--- config.mk ---
export PLATFORM = sky130hd
export DESIGN_NAME = bwr_top
export DESIGN_NICKNAME = d
export VERILOG_FILES = /design/src/design/bwr_pkg.sv /design/src/design/bwr_debounce.sv /design/src/design/bwr_top.sv
export SDC_FILE = /design/constraint.sdc
export NUM_CORES = 1
export LEC_CHECK = 0
export ABC_CLOCK_PERIOD_IN_PS = 6600
export BUFFER_PORTS_ARGS = -buffer_cell sky130_fd_sc_hd__buf_2
export CORE_ASPECT_RATIO = 1.5
export CORE_MARGIN = 2
export CORE_UTILIZATION = 30
export DETAILED_ROUTE_END_ITERATION = 7
export SLEW_MARGIN = 10
export SYNTH_ARGS = -nofsm -noshare
export SYNTH_HDL_FRONTEND = slang
export SYNTH_HIERARCHICAL = 1
export SYNTH_SLANG_ARGS = --single-unit
--- constraint.sdc ---
create_clock -name clk_i -period 6.6 [get_ports clk_i]
set_input_delay 1.32 -clock clk_i [delete_from_list [all_inputs] [get_ports clk_i]]
set_output_delay 1.32 -clock clk_i [all_outputs]
set_load 0.1 [all_outputs]
--- src/design/bwr_pkg.sv ---
package bwr_pkg;

    // clock and derived timing
    localparam int unsigned CLK_PERIOD_NS = 20;
    localparam int unsigned SECOND_NS = 1_000_000_000;
    localparam int unsigned TICK_CYCLES = SECOND_NS / CLK_PERIOD_NS;
    localparam int unsigned DEBOUNCE_US = 10_000;
    localparam int unsigned DEBOUNCE_CYCLES = DEBOUNCE_US * 1000 / CLK_PERIOD_NS;
    localparam int unsigned RST_STRETCH_NS = 1000;
    localparam logic [7:0] RST_STRETCH_CYCLES =
        8'((RST_STRETCH_NS + CLK_PERIOD_NS - 1) / CLK_PERIOD_NS);
    localparam logic [3:0] OVERRIDE_SEC = 4'h4;
    // one extra tick because the first tick may land right after the handle opens
    localparam logic [3:0] OVERRIDE_TICKS = OVERRIDE_SEC + 4'h1;

    // watchdog period choices in seconds
    localparam logic [7:0] WD_SEC_SEL0 = 8'h02;
    localparam logic [7:0] WD_SEC_SEL1 = 8'h0A;
    localparam logic [7:0] WD_SEC_SEL2 = 8'h32;
    localparam logic [7:0] WD_SEC_SEL3 = 8'hFF;

    // register byte offsets
    localparam logic [4:0] ADDR_CTRL = 5'h00;
    localparam logic [4:0] ADDR_TRIGGER = 5'h04;
    localparam logic [4:0] ADDR_STATUS = 5'h08;
    localparam logic [4:0] ADDR_IRQ_STATUS = 5'h0C;
    localparam logic [4:0] ADDR_IRQ_MASK = 5'h10;

    // control fields
    localparam int unsigned CTRL_W = 5;
    localparam int unsigned CTRL_SEL_LSB = 0;
    localparam int unsigned CTRL_SWAP_BIT = 2;
    localparam int unsigned CTRL_RSTSW_DIS_BIT = 3;
    localparam int unsigned CTRL_HANDLE_DIS_BIT = 4;
    localparam logic [4:0] CTRL_RESET = 5'h00;

    // status and interrupt fields
    localparam int unsigned STAT_W = 4;
    localparam int unsigned IRQ_W = 4;
    localparam int unsigned IRQ_PWRBTN_BIT = 0;
    localparam int unsigned IRQ_OVERRIDE_BIT = 1;
    localparam int unsigned IRQ_WAKE_BIT = 2;
    localparam int unsigned IRQ_ARMED_BIT = 3;
    localparam logic [3:0] IRQ_RESET = 4'h0;

    // debounced input lanes
    localparam int unsigned IN_HANDLE = 0;
    localparam int unsigned IN_RSTSW = 1;
    localparam int unsigned IN_N = 2;

    typedef enum logic [2:0] {
        PWR_BOOT,
        PWR_S0,
        PWR_S5_HELD,
        PWR_S5,
        PWR_S5_REOPEN
    } bwr_pwr_t;

    function automatic logic [7:0] bwr_wd_secs(input logic [1:0] sel);
        logic [7:0] secs;
        secs = WD_SEC_SEL0;
        case (sel)
            2'h1: secs = WD_SEC_SEL1;
            2'h2: secs = WD_SEC_SEL2;
            2'h3: secs = WD_SEC_SEL3;
            default: secs = WD_SEC_SEL0;
        endcase
        return secs;
    endfunction

endpackage

--- src/design/bwr_debounce.sv ---
`timescale 1ns/1ps
`default_nettype none
module bwr_debounce #(
    parameter int unsigned CYCLES = 4
) (
    input wire logic clk_i,
    input wire logic sys_rst_i,
    input wire logic raw_i,
    output logic level_o,
    output logic valid_o
);

    logic last;
    logic [31:0] cnt;
    logic next_last;
    logic [31:0] next_cnt;
    logic next_level;
    logic next_valid;

    // level follows raw only after it held still a whole window
    always_comb
    begin
        next_last = raw_i;
        next_cnt = cnt;
        next_level = level_o;
        next_valid = valid_o;
        if (raw_i != last)
        begin
            next_cnt = 32'h0000_0000;
        end
        else if (cnt == CYCLES - 1)
        begin
            next_level = last;
            next_valid = 1'b1;
            next_cnt = 32'h0000_0000;
        end
        else
        begin
            next_cnt = cnt + 32'h0000_0001;
        end
    end

    always_ff @(posedge clk_i)
    begin
        if (sys_rst_i)
        begin
            last <= 1'b0;
            cnt <= 32'h0000_0000;
            level_o <= 1'b0;
            valid_o <= 1'b0;
        end
        else
        begin
            last <= next_last;
            cnt <= next_cnt;
            level_o <= next_level;
            valid_o <= next_valid;
        end
    end

endmodule
`default_nettype wire

--- src/design/bwr_top.sv ---
`timescale 1ns/1ps
`default_nettype none
module bwr_top #(
    parameter int unsigned TICK_CYCLES = bwr_pkg::TICK_CYCLES,
    parameter int unsigned DEBOUNCE_CYCLES = bwr_pkg::DEBOUNCE_CYCLES
) (
    input wire logic clk_i,
    input wire logic sys_rst_i,
    input wire logic [4:0] avs_address_i,
    input wire logic avs_read_i,
    input wire logic avs_write_i,
    input wire logic [31:0] avs_writedata_i,
    input wire logic [3:0] avs_byteenable_i,
    output logic [31:0] avs_readdata_o,
    output logic avs_waitrequest_o,
    input wire logic handle_open_i,
    input wire logic reset_switch_i,
    input wire logic backplane_reset_in_n_i,
    input wire logic supplies_ok_i,
    output logic sys_reset_o,
    output logic pwrbtn_event_o,
    output logic soft_off_o,
    output logic power_good_green_o,
    output logic power_good_yellow_o,
    output logic irq_o
);

    logic [bwr_pkg::IN_N-1:0] raw_in;
    logic [bwr_pkg::IN_N-1:0] db_level;
    logic [bwr_pkg::IN_N-1:0] db_valid;

    // both front-panel contacts get the same filter
    assign raw_in[bwr_pkg::IN_HANDLE] = handle_open_i;
    assign raw_in[bwr_pkg::IN_RSTSW] = reset_switch_i;
    generate
        for (genvar g = 0; g < bwr_pkg::IN_N; g++)
        begin : g_db
            bwr_debounce #(
                .CYCLES(DEBOUNCE_CYCLES)
            ) u_db (
                .clk_i(clk_i),
                .sys_rst_i(sys_rst_i),
                .raw_i(raw_in[g]),
                .level_o(db_level[g]),
                .valid_o(db_valid[g])
            );
        end
    endgenerate

    logic [31:0] div_cnt;
    logic tick;
    logic blink;
    logic [bwr_pkg::CTRL_W-1:0] ctrl;
    logic armed;
    logic [8:0] wd_secs;
    logic wd_timeout;
    logic hdl_prev;
    logic [3:0] hdl_secs;
    bwr_pkg::bwr_pwr_t pwr_state;
    logic [7:0] rst_cnt;
    logic [bwr_pkg::IRQ_W-1:0] irq_stat;
    logic [bwr_pkg::IRQ_W-1:0] irq_mask;

    logic [31:0] next_div_cnt;
    logic next_tick;
    logic next_blink;
    logic [bwr_pkg::CTRL_W-1:0] next_ctrl;
    logic next_armed;
    logic [8:0] next_wd_secs;
    logic next_wd_timeout;
    logic [3:0] next_hdl_secs;
    bwr_pkg::bwr_pwr_t next_pwr_state;
    logic [7:0] next_rst_cnt;
    logic [bwr_pkg::IRQ_W-1:0] next_irq_stat;
    logic [bwr_pkg::IRQ_W-1:0] next_irq_mask;
    logic next_sys_reset;
    logic next_pwrbtn;
    logic next_green;
    logic next_yellow;
    logic next_wait;
    logic [31:0] next_rdata;

    logic acc_wr;
    logic trig;
    logic handle_fn;
    logic rstsw_fn;
    logic hdl_phys_open;
    logic open_edge;
    logic rst_src;
    logic [8:0] wd_limit;
    logic [bwr_pkg::IRQ_W-1:0] irq_ev;
    logic [bwr_pkg::IRQ_W-1:0] irq_clr;
    logic [1:0] wr_sel;

    // a write is taken at the edge where waitrequest is seen low
    assign acc_wr = avs_write_i && !avs_waitrequest_o;
    assign trig = acc_wr && (avs_address_i == bwr_pkg::ADDR_TRIGGER);
    assign wr_sel = avs_writedata_i[bwr_pkg::CTRL_SEL_LSB +: 2];

    // firmware role swap and disables, gated until filters settle
    always_comb
    begin
        handle_fn = ctrl[bwr_pkg::CTRL_SWAP_BIT] ? db_level[bwr_pkg::IN_RSTSW]
                                                 : db_level[bwr_pkg::IN_HANDLE];
        rstsw_fn = ctrl[bwr_pkg::CTRL_SWAP_BIT] ? db_level[bwr_pkg::IN_HANDLE]
                                                : db_level[bwr_pkg::IN_RSTSW];
        handle_fn = handle_fn && !ctrl[bwr_pkg::CTRL_HANDLE_DIS_BIT] && (&db_valid);
        rstsw_fn = rstsw_fn && !ctrl[bwr_pkg::CTRL_RSTSW_DIS_BIT] && (&db_valid);
        hdl_phys_open = db_level[bwr_pkg::IN_HANDLE] && db_valid[bwr_pkg::IN_HANDLE];
        open_edge = handle_fn && !hdl_prev;
    end

    // seconds tick; shared by watchdog, override timer and blink
    always_comb
    begin
        next_div_cnt = div_cnt + 32'h0000_0001;
        next_tick = 1'b0;
        next_blink = blink;
        if (div_cnt == TICK_CYCLES - 1)
        begin
            next_div_cnt = 32'h0000_0000;
            next_tick = 1'b1;
            next_blink = !blink;
        end
    end

    // watchdog: idle until first trigger, then never disarmed
    always_comb
    begin
        wd_limit = {1'b0, bwr_pkg::bwr_wd_secs(ctrl[bwr_pkg::CTRL_SEL_LSB +: 2])} + 9'h001;
        next_armed = armed;
        next_wd_secs = wd_secs;
        next_wd_timeout = 1'b0;
        if (trig)
        begin
            next_armed = 1'b1;
            next_wd_secs = 9'h000;
        end
        else if (armed && tick)
        begin
            next_wd_secs = wd_secs + 9'h001;
            if (next_wd_secs >= wd_limit)
            begin
                next_wd_timeout = 1'b1;
                next_wd_secs = 9'h000;
            end
        end
    end

    // reset sources merged and stretched to a clean pulse
    always_comb
    begin
        rst_src = wd_timeout || rstsw_fn || !backplane_reset_in_n_i;
        next_rst_cnt = rst_cnt;
        if (rst_src)
        begin
            next_rst_cnt = bwr_pkg::RST_STRETCH_CYCLES;
        end
        else if (rst_cnt != 8'h00)
        begin
            next_rst_cnt = rst_cnt - 8'h01;
        end
        next_sys_reset = rst_src || (rst_cnt != 8'h00);
    end

    // power state: boot check, long-press override, wake by reopen
    always_comb
    begin
        next_pwr_state = pwr_state;
        next_hdl_secs = hdl_secs;
        irq_ev = '0;
        if (!handle_fn)
        begin
            next_hdl_secs = 4'h0;
        end
        else if (tick && hdl_secs != bwr_pkg::OVERRIDE_TICKS)
        begin
            next_hdl_secs = hdl_secs + 4'h1;
        end
        next_pwrbtn = open_edge && (pwr_state != bwr_pkg::PWR_BOOT);
        irq_ev[bwr_pkg::IRQ_PWRBTN_BIT] = next_pwrbtn;
        irq_ev[bwr_pkg::IRQ_ARMED_BIT] = trig && !armed;
        case (pwr_state)
            bwr_pkg::PWR_BOOT:
                if (&db_valid)
                begin
                    next_pwr_state = handle_fn ? bwr_pkg::PWR_S5_HELD : bwr_pkg::PWR_S0;
                end
            bwr_pkg::PWR_S0:
                if (next_hdl_secs == bwr_pkg::OVERRIDE_TICKS)
                begin
                    next_pwr_state = bwr_pkg::PWR_S5_HELD;
                    irq_ev[bwr_pkg::IRQ_OVERRIDE_BIT] = 1'b1;
                end
            bwr_pkg::PWR_S5_HELD:
                if (!handle_fn)
                begin
                    next_pwr_state = bwr_pkg::PWR_S5;
                end
            bwr_pkg::PWR_S5:
                if (open_edge)
                begin
                    next_pwr_state = bwr_pkg::PWR_S5_REOPEN;
                end
            bwr_pkg::PWR_S5_REOPEN:
                if (!handle_fn)
                begin
                    next_pwr_state = bwr_pkg::PWR_S0;
                    irq_ev[bwr_pkg::IRQ_WAKE_BIT] = 1'b1;
                end
            default:
                next_pwr_state = bwr_pkg::PWR_BOOT;
        endcase
        next_yellow = hdl_phys_open && blink;
        next_green = supplies_ok_i && !next_sys_reset && !hdl_phys_open
                     && (next_pwr_state == bwr_pkg::PWR_S0);
    end

    // register file and avalon handshake; one wait state per access
    always_comb
    begin
        next_ctrl = ctrl;
        next_irq_mask = irq_mask;
        irq_clr = '0;
        if (acc_wr && avs_byteenable_i[0])
        begin
            if (avs_address_i == bwr_pkg::ADDR_CTRL)
            begin
                next_ctrl = avs_writedata_i[bwr_pkg::CTRL_W-1:0];
            end
            else if (avs_address_i == bwr_pkg::ADDR_IRQ_STATUS)
            begin
                irq_clr = avs_writedata_i[bwr_pkg::IRQ_W-1:0];
            end
            else if (avs_address_i == bwr_pkg::ADDR_IRQ_MASK)
            begin
                next_irq_mask = avs_writedata_i[bwr_pkg::IRQ_W-1:0];
            end
        end
        // set wins over a clear landing in the same cycle
        next_irq_stat = (irq_stat & ~irq_clr) | irq_ev;
        next_wait = !((avs_read_i || avs_write_i) && avs_waitrequest_o);
        next_rdata = avs_readdata_o;
        if (avs_read_i && avs_waitrequest_o)
        begin
            next_rdata = 32'h0000_0000;
            if (avs_address_i == bwr_pkg::ADDR_CTRL)
            begin
                next_rdata[bwr_pkg::CTRL_W-1:0] = ctrl;
            end
            else if (avs_address_i == bwr_pkg::ADDR_STATUS)
            begin
                next_rdata[bwr_pkg::STAT_W-1:0] = {rstsw_fn, hdl_phys_open, soft_off_o, armed};
            end
            else if (avs_address_i == bwr_pkg::ADDR_IRQ_STATUS)
            begin
                next_rdata[bwr_pkg::IRQ_W-1:0] = irq_stat;
            end
            else if (avs_address_i == bwr_pkg::ADDR_IRQ_MASK)
            begin
                next_rdata[bwr_pkg::IRQ_W-1:0] = irq_mask;
            end
        end
    end

    always_ff @(posedge clk_i)
    begin
        if (sys_rst_i)
        begin
            div_cnt <= 32'h0000_0000;
            tick <= 1'b0;
            blink <= 1'b0;
            ctrl <= bwr_pkg::CTRL_RESET;
            armed <= 1'b0;
            wd_secs <= 9'h000;
            wd_timeout <= 1'b0;
            hdl_prev <= 1'b0;
            hdl_secs <= 4'h0;
            pwr_state <= bwr_pkg::PWR_BOOT;
            rst_cnt <= 8'h00;
            irq_stat <= bwr_pkg::IRQ_RESET;
            irq_mask <= bwr_pkg::IRQ_RESET;
            avs_readdata_o <= 32'h0000_0000;
            avs_waitrequest_o <= 1'b1;
            sys_reset_o <= 1'b0;
            pwrbtn_event_o <= 1'b0;
            soft_off_o <= 1'b0;
            power_good_green_o <= 1'b0;
            power_good_yellow_o <= 1'b0;
            irq_o <= 1'b0;
        end
        else
        begin
            div_cnt <= next_div_cnt;
            tick <= next_tick;
            blink <= next_blink;
            ctrl <= next_ctrl;
            armed <= next_armed;
            wd_secs <= next_wd_secs;
            wd_timeout <= next_wd_timeout;
            hdl_prev <= handle_fn;
            hdl_secs <= next_hdl_secs;
            pwr_state <= next_pwr_state;
            rst_cnt <= next_rst_cnt;
            irq_stat <= next_irq_stat;
            irq_mask <= next_irq_mask;
            avs_readdata_o <= next_rdata;
            avs_waitrequest_o <= next_wait;
            sys_reset_o <= next_sys_reset;
            pwrbtn_event_o <= next_pwrbtn;
            soft_off_o <= (next_pwr_state != bwr_pkg::PWR_S0)
                          && (next_pwr_state != bwr_pkg::PWR_BOOT);
            power_good_green_o <= next_green;
            power_good_yellow_o <= next_yellow;
            irq_o <= |(next_irq_stat & next_irq_mask);
        end
    end
endmodule
`default_nettype wire

==> qor.csv, run 1 <==
stage,metric,value,unit
sta,final setup TNS,0,ns
placed_design,pre-CTS WS,3.37,ns
drt,Routed Wire Length,16000,µm
sta,max-slew violations,0,
drt,vias per inst,4.87,
power_and_ir_drop,VDD IR-drop max,0.144,mV
drt,routed length per placed instance,12.8,µm
yosys,Synth Register Bits,156,
cells_and_area,final design utilization,0.340,
critical_path,reg2reg start,wd_secs[0],
power_and_ir_drop,P_leak,2.96,nW
clock_tree,CTS buffer count,17,
clock_tree,"Clk pin slew, worst setup/hold paths",0.07,ns
clock_tree,Clock Tree Buf Depth,2,
sta,Hold Fails Final Rpt,0,
yosys,predominant post-synthesis flop cell,dfxtp_1,
yosys,Synth area leader,dfxtp_1,
clock_tree,post_cts resized,0,
power_and_ir_drop,cell-internal power,0.00154,W
global_routing,via count of the first global-routing pass,5961,
yosys,count of cell types in the netlist,65,
worst_hold_path,hold_sp,g_db[1].u_db/cnt[0],
sta,clock period minus worst slack,2.78,ns
cells_and_area,footprint of the multi-input gates,4140,µm²
critical_path,FF-to-FF path depth,9,
critical_path,Worst setup EP type,flip-flop,
power_and_ir_drop,Switching Fraction,0.264,
global_routing,GRT Total Usage,0.126,
worst_hold_path,hold path endpoint,g_db[1].u_db/cnt[0],
critical_path,Crit Path Category,in -> reg,
sta,fmax,359,MHz
yosys,Syn Std Cell Area,7600,µm²
sta,final setup margin,3.82,ns
clock_tree,TritonCTS sink count,156,
floorplanning,row count,71,
global_routing,initial antenna violation count,1,
critical_path,Worst R2R Setup Slack,3.82,ns
sta,clock skew,0.00848,ns
sta,final critical-path share of the clock period,0.422,
sta,Slew HR,0.358,
run,max cap viols,0,
cells_and_area,filler instances,2581,
floorplanning,die height,199,µm
cells_and_area,# nets final,977,
floorplanning,core box area,25000,µm²
floorplanning,Starting Density,0.304,
global_routing,grt ovf,0,
cells_and_area,Layout area overhead,11.8,%
floorplanning,Top Ports,88,
critical_path,critical path required time,6.95,ns
yosys,post-synth top area share,0.411,
floorplanning,Die ar.,26600,µm²
sta,final setup vio count,0,
sta,RSZ-0062 raised after global routing,no,
power_and_ir_drop,Power per Cell Area,247,nW/µm²
placed_design,final RePlAce weighted congestion,0.780,
yosys,Post-Synthesis Cells,888,
clock_tree,post-CTS setup buffer count,0,
yosys,Syn Area/Cell,8.56,µm²
yosys,"top cells by area, synth","dfxtp_1 (41%), nor2_1 (7.2%), xor2_1 (6.8%)",
global_routing,first-pass GRT wire length,27600,µm
clock_tree,CTS tree,yes,
cells_and_area,share of cells above drive strength 1,0.0877,
clock_tree,Clock Root Buffer,clkbuf_16,
status,status,"finished, final reports clean",
clock_tree,H-tree levels,4,
cells_and_area,# diodes,0,
placed_design,PortBufs,30,
critical_path,FF-to-FF End,wd_secs[1],
drt,antenna violation net count after detailed routing,0,
drt,DR iter-0 viols,326,
power_and_ir_drop,Flop pwr share,0.461,
critical_path,worst-path maximum fanout,8,
floorplanning,Chip Width,134,µm
placed_design,dpl hpwl,11600,µm
cells_and_area,FF+latch area,3120,µm²
global_routing,largest net degree at the start of global routing,41,
drt,1st-pass router iterations,4,
clock_tree,clock latency on the worst-skew pair,0.42,ns
drt,via count,6093,
yosys,sequential share of the synthesized area,0.411,
critical_path,Arrival @ worst endpoint,3.13,ns
clock_tree,cts hold-fix bufs,0,
worst_hold_path,Hold Path Stages,1,
yosys,ys async rst share,0,
drt,drt drc,0,
yosys,Ys Warns,6,
critical_path,Worst Setup Start Kind,input pin,
power_and_ir_drop,clock network power share,0.455,
yosys,number of synthesized flops with an enable pin,0,
power_and_ir_drop,Comb power frac,0.083,
sta,Worst Max-Slew Pin Slew,0.955,ns
worst_hold_path,hold crit path type,reg -> reg,
power_and_ir_drop,Switch Pwr,0.000553,W
[placed cells by master (no fill, tap or decap), types with 3 or more instances in the layout]
master	netlist	layout
nand3_1	46	46
nor3_1	29	29
a211oi_1	4	4
or3_1	7	7
nor2_1	145	145
nor4_1	20	18
nand3b_1	3	3
clkbuf_16	0	17
nand2b_1	9	9
xor2_1	59	59
a2111oi_0	3	3
ha_1	16	16
clkinvlp_4	0	4
buf_2	1	30
a211o_1	3	3
a21oi_1	39	39
clkinv_2	0	4
nor2b_1	7	7
nand4_1	35	35
mux2i_1	11	11
and3_1	14	14
o2111ai_1	8	8
inv_6	0	3
nor4b_1	7	7
conb_1	2	29
xnor2_1	43	43
nor4_2	3	5
and2_1	8	8
inv_1	24	24
or2_2	3	3
nand2_1	65	65
and4_1	7	7
dfxtp_1	156	156
or4_1	9	9
o21ai_0	15	15
[power by group through the flow]
stage	clock [W]	combinational (W)	sequential [W]
3_3_place_gp	0	0.000174	0.000987
6_report	0.000954	0.000174	0.000967
5_1_grt	0.00102	0.000187	0.000968
4_1_cts	0.000983	0.000176	0.000967
2_1_floorplan	0	0.000146	0.00100
3_5_place_dp	0	0.000175	0.000988
[cells in the mapped netlist, types with 8 or more instances]
| cell | count |
|---|---|
| nand2_1 | 65 |
| nor4_1 | 20 |
| nand4_1 | 35 |
| nand2b_1 | 9 |
| dfxtp_1 | 156 |
| nor3_1 | 29 |
| nand3_1 | 46 |
| clkbuf_1 | 13 |
| mux2i_1 | 11 |
| or4_1 | 9 |
| nor2_1 | 145 |
| ha_1 | 16 |
| and3_1 | 14 |
| a21oi_1 | 39 |
| buf_4 | 27 |
| inv_1 | 24 |
| and2_1 | 8 |
| o2111ai_1 | 8 |
| o21ai_0 | 15 |
| xnor2_1 | 43 |
| xor2_1 | 59 |
[worst max-delay path by stage]
stage	slack [ns]	from	end	cells after the start
after floorplan	3.67	avs_address_i[2]	irq_o	6
after global routing	3.57	wd_secs[0]	wd_secs[4]	9
after CTS	3.74	wd_secs[0]	wd_secs[1]	9
after detailed placement	3.37	avs_address_i[3]	irq_o	6
final	3.82	avs_address_i[3]	irq_o	6
after global placement	3.38	avs_address_i[3]	irq_o	6
[stage by stage]
| step | std cells | hold slack, ns | cell area, µm² | total power [W] |
|---|---|---|---|---|
| 3_5_place_dp | 1221 | 0.456 | 7910 | 0.00116 |
| 6_report | 1252 | 0.469 | 8490 | 0.00210 |
| 4_1_cts | 1252 | 0.475 | 8480 | 0.00212 |
| 3_3_place_gp | 1221 | 0.446 | 7910 | 0.00116 |
| 5_1_grt | 1252 | 0.496 | 8490 | 0.00217 |
| 2_1_floorplan | 915 | 0.430 | 7700 | 0.00115 |
[flip-flops by register name (all words and copies together) (netlist names), 2 cells and up]
register           count
g_db.u_db/cnt         64
div_cnt               32
wd_secs                9
rst_cnt                8
avs_readdata_o         5
ctrl                   5
hdl_secs               4
irq_mask               4
irq_stat               4
pwr_state              3
g_db.u_db/last         2
g_db.u_db/level_o      2
g_db.u_db/valid_o      2
[cell type report]
| cell class | count | area share |
|---|---|---|
| Multi-Input combinational cell | 681 | 0.487 |
| Clock inverter | 14 | 0.0171 |
| Clock buffer | 17 | 0.0501 |
| Timing Repair Buffer | 31 | 0.0186 |
| Tap cell | 328 | 0.0483 |
| Inverter | 25 | 0.0110 |
| Sequential cell | 156 | 0.368 |
[cell families after synthesis]
| kind of cell | after synthesis | share of synthesized area |
|---|---|---|
| flops | 156 | 0.411 |
| mux | 12 | 0.0160 |
| buf+inv | 78 | 0.0593 |
| fa+ha+maj | 16 | 0.0264 |
| xor+xnor | 102 | 0.118 |
| other cells | 2 | 0.000989 |
| compound gates | 91 | 0.0784 |
| simple gates | 431 | 0.290 |
[worst max-delay path, cell delays in order]
cell	delay [ns]
buf_2	0.15
nor4_1	0.60
nand4_1	0.39
mux2i_1	0.20
or2_2	0.29
o2111ai_1	0.19
[per-layer routing]
| metal | global-route usage | share of wire | vias to the layer above |
|---|---|---|---|
| li1 | - | - | 3094 |
| met1 | 0.137 | 0.42 | 2877 |
| met2 | 0.230 | 0.52 | 94 |
| met3 | 0.0255 | 0.028 | 26 |
| met4 | 0.0623 | 0.026 | 2 |
| met5 | 0 | 0.00081 | - |
Power figures use the tool's default switching activity.
==> run 2, diff against run 1 <==
- ABC_AREA: not set -> 1
- ABC_CLOCK_PERIOD_IN_PS: 6600 -> 2800
- clock period: 6.6 -> 2.8 ns (I/O delays scaled with it)
==> run 2 against run 1 <==
  * Worst hold slack got worse by 0.13 ns
  * Clock power increased to 2.5 times the previous value
  * Total power grew 140%
  * Largest power group is now clock
  * Final area is 19% higher
  * Global-route usage grew 1.8 points
  * Area after synthesis grew 19%
  * Die area grew 19%
  * Sequential share of layout area is 5.9 points lower
  * Utilization rose by 0.22 points
  * Clock-buffer cell count is 2 higher
  * Critical path depth up 7
  * Setup slack lost 3.5 ns
==> qor.csv, run 2 <==
stage,metric,value,unit
cells_and_area,share of cells above drive strength 1,0.118,
critical_path,FF-to-FF path depth,13,
yosys,Synth Area in Simple Gates,0.401,
global_routing,GRT Total Usage,0.144,
yosys,"top cells by area, synth","dfxtp_1 (34%), nand2_1 (15%), nor2_1 (8.1%)",
run,max cap viols,0,
placed_design,final RePlAce weighted congestion,0.886,
critical_path,Worst setup EP type,flip-flop,
clock_tree,CTS tree,yes,
critical_path,critical path required time,3.15,ns
critical_path,crit path max-delay cell type,dfxtp_1,
yosys,Syn Std Cell Area,9050,µm²
clock_tree,"Clk pin slew, worst setup/hold paths",0.07,ns
sta,max-slew violations,0,
global_routing,largest net degree at the start of global routing,33,
critical_path,FF-to-FF End,wd_timeout,
drt,Routed Wire Length,21900,µm
drt,routed length per placed instance,12.1,µm
yosys,"count leader, synth",nand2_1,
yosys,Synth Register Bits,156,
yosys,xor/xnor share of the synthesized area,0.0319,
yosys,predominant post-synthesis flop cell,dfxtp_1,
clock_tree,clock latency on the worst-skew pair,0.44,ns
critical_path,Worst Setup Start Kind,flip-flop,
drt,antenna violation net count after detailed routing,0,
yosys,sequential share of the synthesized area,0.345,
floorplanning,Chip Width,146,µm
global_routing,initial antenna violation count,1,
sta,final setup vio count,0,
clock_tree,Clock Tree Buf Depth,2,
clock_tree,cts hold-fix bufs,0,
worst_hold_path,hold path endpoint,avs_waitrequest_o,
cells_and_area,max reg flops,64,
yosys,Ys Warns,6,
sta,final critical-path share of the clock period,0.877,
yosys,post-synthesis mux area share,0,
global_routing,first-pass GRT wire length,37800,µm
yosys,Post-Synthesis Cells,1362,
critical_path,Crit Path Category,reg -> reg,
power_and_ir_drop,P_leak,3.70,nW
cells_and_area,# diodes,0,
floorplanning,Starting Density,0.306,
clock_tree,Clock Root Buffer,clkbuf_16,
critical_path,largest incremental delay on the critical path,0.39,ns
cells_and_area,# nets final,1467,
placed_design,dpl hpwl,16800,µm
power_and_ir_drop,VDD IR-drop max,0.311,mV
critical_path,worst-path maximum fanout,10,
cells_and_area,fin cells,1810,
global_routing,via count of the first global-routing pass,8360,
cells_and_area,filler instances,3206,
sta,Worst Max-Slew Pin Slew,0.599,ns
critical_path,"delay-heaviest family, CP",simple AND/OR/NAND/NOR gates,
clock_tree,CTS buffer count,17,
floorplanning,core box area,29600,µm²
drt,DR iter-0 viols,418,
floorplanning,row count,77,
critical_path,Arrival @ worst endpoint,2.80,ns
yosys,Synth Area in Adders,0.0221,
sta,Slew HR,0.600,
yosys,post-synthesis compound-gate area fraction,0.0871,
drt,via count,8357,
worst_hold_path,Hold Path Stages,2,
placed_design,PortBufs,30,
yosys,Syn Area/Cell,6.65,µm²
cells_and_area,"commonest non-fill, non-tap cell in the layout",nand2_1,
placed_design,placed cells,1777,
clock_tree,TritonCTS sink count,156,
sta,final setup TNS,0,ns
drt,drt drc,0,
sta,clock skew,0.0114,ns
critical_path,WP buf/inv,2,
yosys,largest family of logic cells by synthesized area,simple AND/OR/NAND/NOR gates,
cells_and_area,footprint of the multi-input gates,5020,µm²
worst_hold_path,hold_sp,avs_read_i,
drt,1st-pass router iterations,5,
floorplanning,die height,217,µm
clock_tree,H-tree levels,4,
yosys,post-synth top area share,0.345,
power_and_ir_drop,Power per Cell Area,498,nW/µm²
status,status,"finished, final reports clean",
cells_and_area,Layout area overhead,11.9,%
yosys,count of cell types in the netlist,43,
cells_and_area,most frequent cells in the layout,"nand2_1 (363), nor2_1 (196), inv_1 (166)",
worst_hold_path,hold crit path type,in -> reg,
sta,RSZ-0062 raised after global routing,no,
cells_and_area,FF+latch area,3120,µm²
critical_path,cell mode on critical path,nand2_1,
global_routing,grt ovf,0,
critical_path,reg2reg start,wd_secs[0],
cells_and_area,largest registers,"g_db.u_db/cnt x64, div_cnt x32, wd_secs x9",
critical_path,crit-path cells,ha_1 -> nand2_1 -> nor2_1 -> nand4_1 -> nand2_1 -> inv_1 -> ha_1 -> nand2_1 -> nor2_1 -> nand3b_1 -> buf_4 -> nand3_1 -> nor3b_1,
power_and_ir_drop,overall power,0.00504,W
yosys,Synth area leader,dfxtp_1,
sta,fmax,407,MHz
floorplanning,Top Ports,88,
drt,vias per inst,4.62,
sta,Hold Fails Final Rpt,0,
sta,clock period minus worst slack,2.46,ns
critical_path,Worst R2R Setup Slack,0.34,ns
yosys,most frequent cells after synthesis,"nand2_1 (363), nor2_1 (196), inv_1 (166), dfxtp_1 (156), nand3_1 (79)",
yosys,ys async rst share,0,
cells_and_area,Top reg by flops,g_db.u_db/cnt,
floorplanning,Die ar.,31600,µm²
yosys,number of synthesized flops with an enable pin,0,
[run 2: routing by layer]
| layer | GRT usage | up-vias | wire length (µm) |
|---|---|---|---|
| met2 | 0.268 | 138 | 11300 |
| met1 | 0.157 | 3803 | 9230 |
| met5 | 0 | - | 14 |
| met3 | 0.0266 | 52 | 647 |
| li1 | - | 4362 | - |
| met4 | 0.0650 | 2 | 745 |
[run 2: cell families (layout without fill, tap and decap cells)]
group / after synthesis / after routing
fa+ha+maj: 16 / 16
xor+xnor: 33 / 33
compound gates: 133 / 133
other cells: 2 / 29
flops: 156 / 156
buf+inv: 224 / 250
simple gates: 798 / 798
[run 2: power by group]
group          leakage, nW  switching [W]  internal [W]
sequential            1.26      0.0000168       0.00224
combinational         2.16       0.000321     0.0000662
clock                0.286       0.000986       0.00141
total                 3.70        0.00132       0.00372
[run 2: metrics by stage]
stage,setup slack (ns),hold WS [ns],area (µm²),util
after floorplan,0.641,0.418,9150,-
after global placement,0.320,0.430,9510,0.322
after CTS,0.247,0.327,10100,0.342
final,0.344,0.340,10100,0.342
after detailed placement,0.276,0.448,9510,0.322
after global routing,0.0612,0.329,10100,0.342
[run 2: area by class of cell]
class                           instances  share of cell area
Multi-Input combinational cell       1009               0.496
Sequential cell                       156               0.308
Inverter                              183              0.0678
Tap cell                              395              0.0488
Clock buffer                           19              0.0427
Timing Repair Buffer                   35              0.0198
Clock inverter                         13              0.0163
[run 2: worst max-delay path by stage]
stage,to,slack (ns),cells past startpoint,startpoint
floorplan,wd_timeout,0.64,12,wd_secs[0]
global route,wd_timeout,0.06,12,wd_secs[0]
CTS,wd_timeout,0.25,12,wd_secs[0]
global placement,wd_timeout,0.32,12,wd_secs[0]
detailed placement,wd_timeout,0.28,13,wd_secs[0]
finish,wd_timeout,0.34,13,wd_secs[0]
[run 2: timing repair]
| item | 4_1_cts | 5_1_grt |
|---|---|---|
| resized for setup | 0 | 1 |
| buffers inserted | 0 | 1 |
| setup endpoints to repair | 0 | 6 |
==> run 3, diff against run 2 <==
- CORE_ASPECT_RATIO: 1.5 -> not set
- GPL_ROUTABILITY_DRIVEN: not set -> 0
==> run 3 against run 2 <==
  * The run now ends with DRC left
  * Clock-buffer cell count grew 2
  * Via count shrank 0.95%
  * Routed wire length shrank 4.7%
  * Utilization is essentially flat
  * Sequential power is essentially flat
  * Die area is essentially flat
  * Critical path type unchanged
  * Critical endpoint is now wd_secs[7]
==> qor.csv, run 3 (synthesis gave the netlist of run 2 again) <==
stage,metric,value,unit
drt,Routed Wire Length,20900,µm
status,status,"finished, violations left",
global_routing,via count of the first global-routing pass,7736,
worst_hold_path,hold_sp,avs_read_i,
power_and_ir_drop,clock network power share,0.489,
critical_path,Worst setup EP type,flip-flop,
power_and_ir_drop,Switch Pwr,0.00125,W
critical_path,Critical Path End,wd_secs[7],
clock_tree,post_cts resized,0,
critical_path,Worst Setup Start Kind,flip-flop,
sta,Hold Fails Final Rpt,0,
sta,final setup vio count,0,
floorplanning,Chip Width,178,µm
cells_and_area,# nets final,1468,
cells_and_area,FF+latch area,3120,µm²
floorplanning,die height,178,µm
clock_tree,CTS tree,yes,
placed_design,PortBufs,30,
cells_and_area,"commonest non-fill, non-tap cell in the layout",nand2_1,
global_routing,GRT Total Usage,0.137,
global_routing,first-pass GRT wire length,35800,µm
power_and_ir_drop,P_leak,3.72,nW
drt,via count,8278,
worst_hold_path,hold crit path type,in -> reg,
power_and_ir_drop,Power per Cell Area,510,nW/µm²
placed_design,dpl hpwl,15700,µm
critical_path,FF-to-FF End,wd_secs[7],
global_routing,initial antenna violation count,0,
critical_path,Worst R2R Setup Slack,0.37,ns
cells_and_area,filler instances,3221,
sta,final setup TNS,0,ns
sta,Slew HR,0.620,
critical_path,reg2reg start,wd_secs[0],
sta,max-slew violations,0,
clock_tree,Clock Root Buffer,clkbuf_16,
cells_and_area,# diodes,0,
power_and_ir_drop,VDD IR-drop max,0.376,mV
status,failing checks,DRC,
critical_path,Arrival @ worst endpoint,2.72,ns
critical_path,Crit Path Category,reg -> reg,
clock_tree,H-tree levels,4,
cells_and_area,Top reg by flops,g_db.u_db/cnt,
sta,clock skew,0.0108,ns
global_routing,largest net degree at the start of global routing,33,
drt,DR iter-0 viols,583,
cells_and_area,fin cells,1805,
cells_and_area,Final Instance Area,10200,µm²
power_and_ir_drop,Flop pwr share,0.436,
sta,fmax,412,MHz
drt,antenna violation net count after detailed routing,0,
sta,clock period minus worst slack,2.43,ns
floorplanning,Top Ports,88,
global_routing,grt ovf,0,
clock_tree,Clock Tree Buf Depth,2,
cells_and_area,footprint of the multi-input gates,5020,µm²
cells_and_area,most frequent cells in the layout,"nand2_1 (363), nor2_1 (196), inv_1 (166)",
cells_and_area,share of cells above drive strength 1,0.118,
sta,worst hold margin,0.354,ns
power_and_ir_drop,cell-internal power,0.00394,W
floorplanning,row count,63,
placed_design,Placed Area,9500,µm²
clock_tree,clock latency on the worst-skew pair,0.42,ns
critical_path,critical path launch point,wd_secs[0],
run,max cap viols,0,
floorplanning,core box area,29600,µm²
power_and_ir_drop,Switching Fraction,0.240,
critical_path,critical path required time,3.09,ns
cells_and_area,max reg flops,64,
sta,RSZ-0062 raised after global routing,no,
cells_and_area,Layout area overhead,12.2,%
placed_design,placed cells,1772,
critical_path,FF-to-FF path depth,13,
floorplanning,Starting Density,0.305,
drt,drt drc,2,
critical_path,worst-path maximum fanout,7,
floorplanning,Die ar.,31600,µm²
drt,vias per inst,4.59,
clock_tree,CTS buffer count,17,
drt,routed length per placed instance,11.6,µm
sta,final critical-path share of the clock period,0.867,
sta,Worst Max-Slew Pin Slew,0.570,ns
power_and_ir_drop,Comb power frac,0.074,
clock_tree,"Clk pin slew, worst setup/hold paths",0.06,ns
clock_tree,TritonCTS sink count,156,
cells_and_area,largest registers,"g_db.u_db/cnt x64, div_cnt x32, wd_secs x9",
drt,1st-pass router iterations,8,
[run 3: metal layers]
layer,GRT usage,routed length [µm]
met5,0,0
met4,0.0403,238
met3,0.0221,754
met2,0.234,9740
met1,0.178,10100
[run 3: worst max-delay path, stage by stage (launching register included)]
cell	delay, ns
dfxtp_1	0.40
ha_1	0.19
nand2_1	0.09
nor2_1	0.19
nand4_1	0.10
nand2_1	0.11
inv_1	0.05
ha_1	0.31
nand2_1	0.07
nor2_1	0.18
nand3b_1	0.21
buf_4	0.22
nand4_1	0.08
a21oi_1	0.08
[run 3: power groups by stage]
stage | registers (W) | logic (W) | clock network [W]
after floorplan | 0.00233 | 0.000341 | 0
after global placement | 0.00231 | 0.000382 | 0
after detailed placement | 0.00231 | 0.000384 | 0
after CTS | 0.00226 | 0.000386 | 0.00261
after global routing | 0.00226 | 0.000420 | 0.00269
final | 0.00226 | 0.000386 | 0.00254
[run 3: how the worst min path moves through the flow]
stage / slack [ns] / to / cells past startpoint
after floorplan: 0.42 / g_db[0].u_db/cnt[0] / 1
after global placement: 0.43 / g_db[1].u_db/cnt[0] / 1
after detailed placement: 0.44 / g_db[0].u_db/cnt[0] / 1
after CTS: 0.34 / avs_waitrequest_o / 2
after global routing: 0.36 / g_db[1].u_db/last / 3
final: 0.35 / avs_waitrequest_o / 2
[run 3: layout make-up]
| type | instances | share of cell area |
|---|---|---|
| Clock inverter | 10 | 0.0185 |
| Clock buffer | 21 | 0.0453 |
| Inverter | 183 | 0.0676 |
| Multi-Input combinational cell | 1009 | 0.494 |
| Sequential cell | 156 | 0.307 |
| Timing Repair Buffer | 36 | 0.0192 |
| Tap cell | 390 | 0.0480 |
[run 3: what timing repair did]
item / CTS / global route
setup endpoints to repair: 0 / 5
hold buffers: 0 / 0
setup buffers: 0 / 2
endpoints found under the hold margin: 0 / 0
[run 3: per-stage QoR]
step | setup slack [ns] | power, W | utilization
6_report | 0.371 | 0.00519 | 0.343
4_1_cts | 0.268 | 0.00525 | 0.342
5_1_grt | 0.0644 | 0.00537 | 0.343
2_1_floorplan | 0.641 | 0.00267 | -
3_3_place_gp | 0.327 | 0.00269 | 0.320
3_5_place_dp | 0.295 | 0.00269 | 0.320
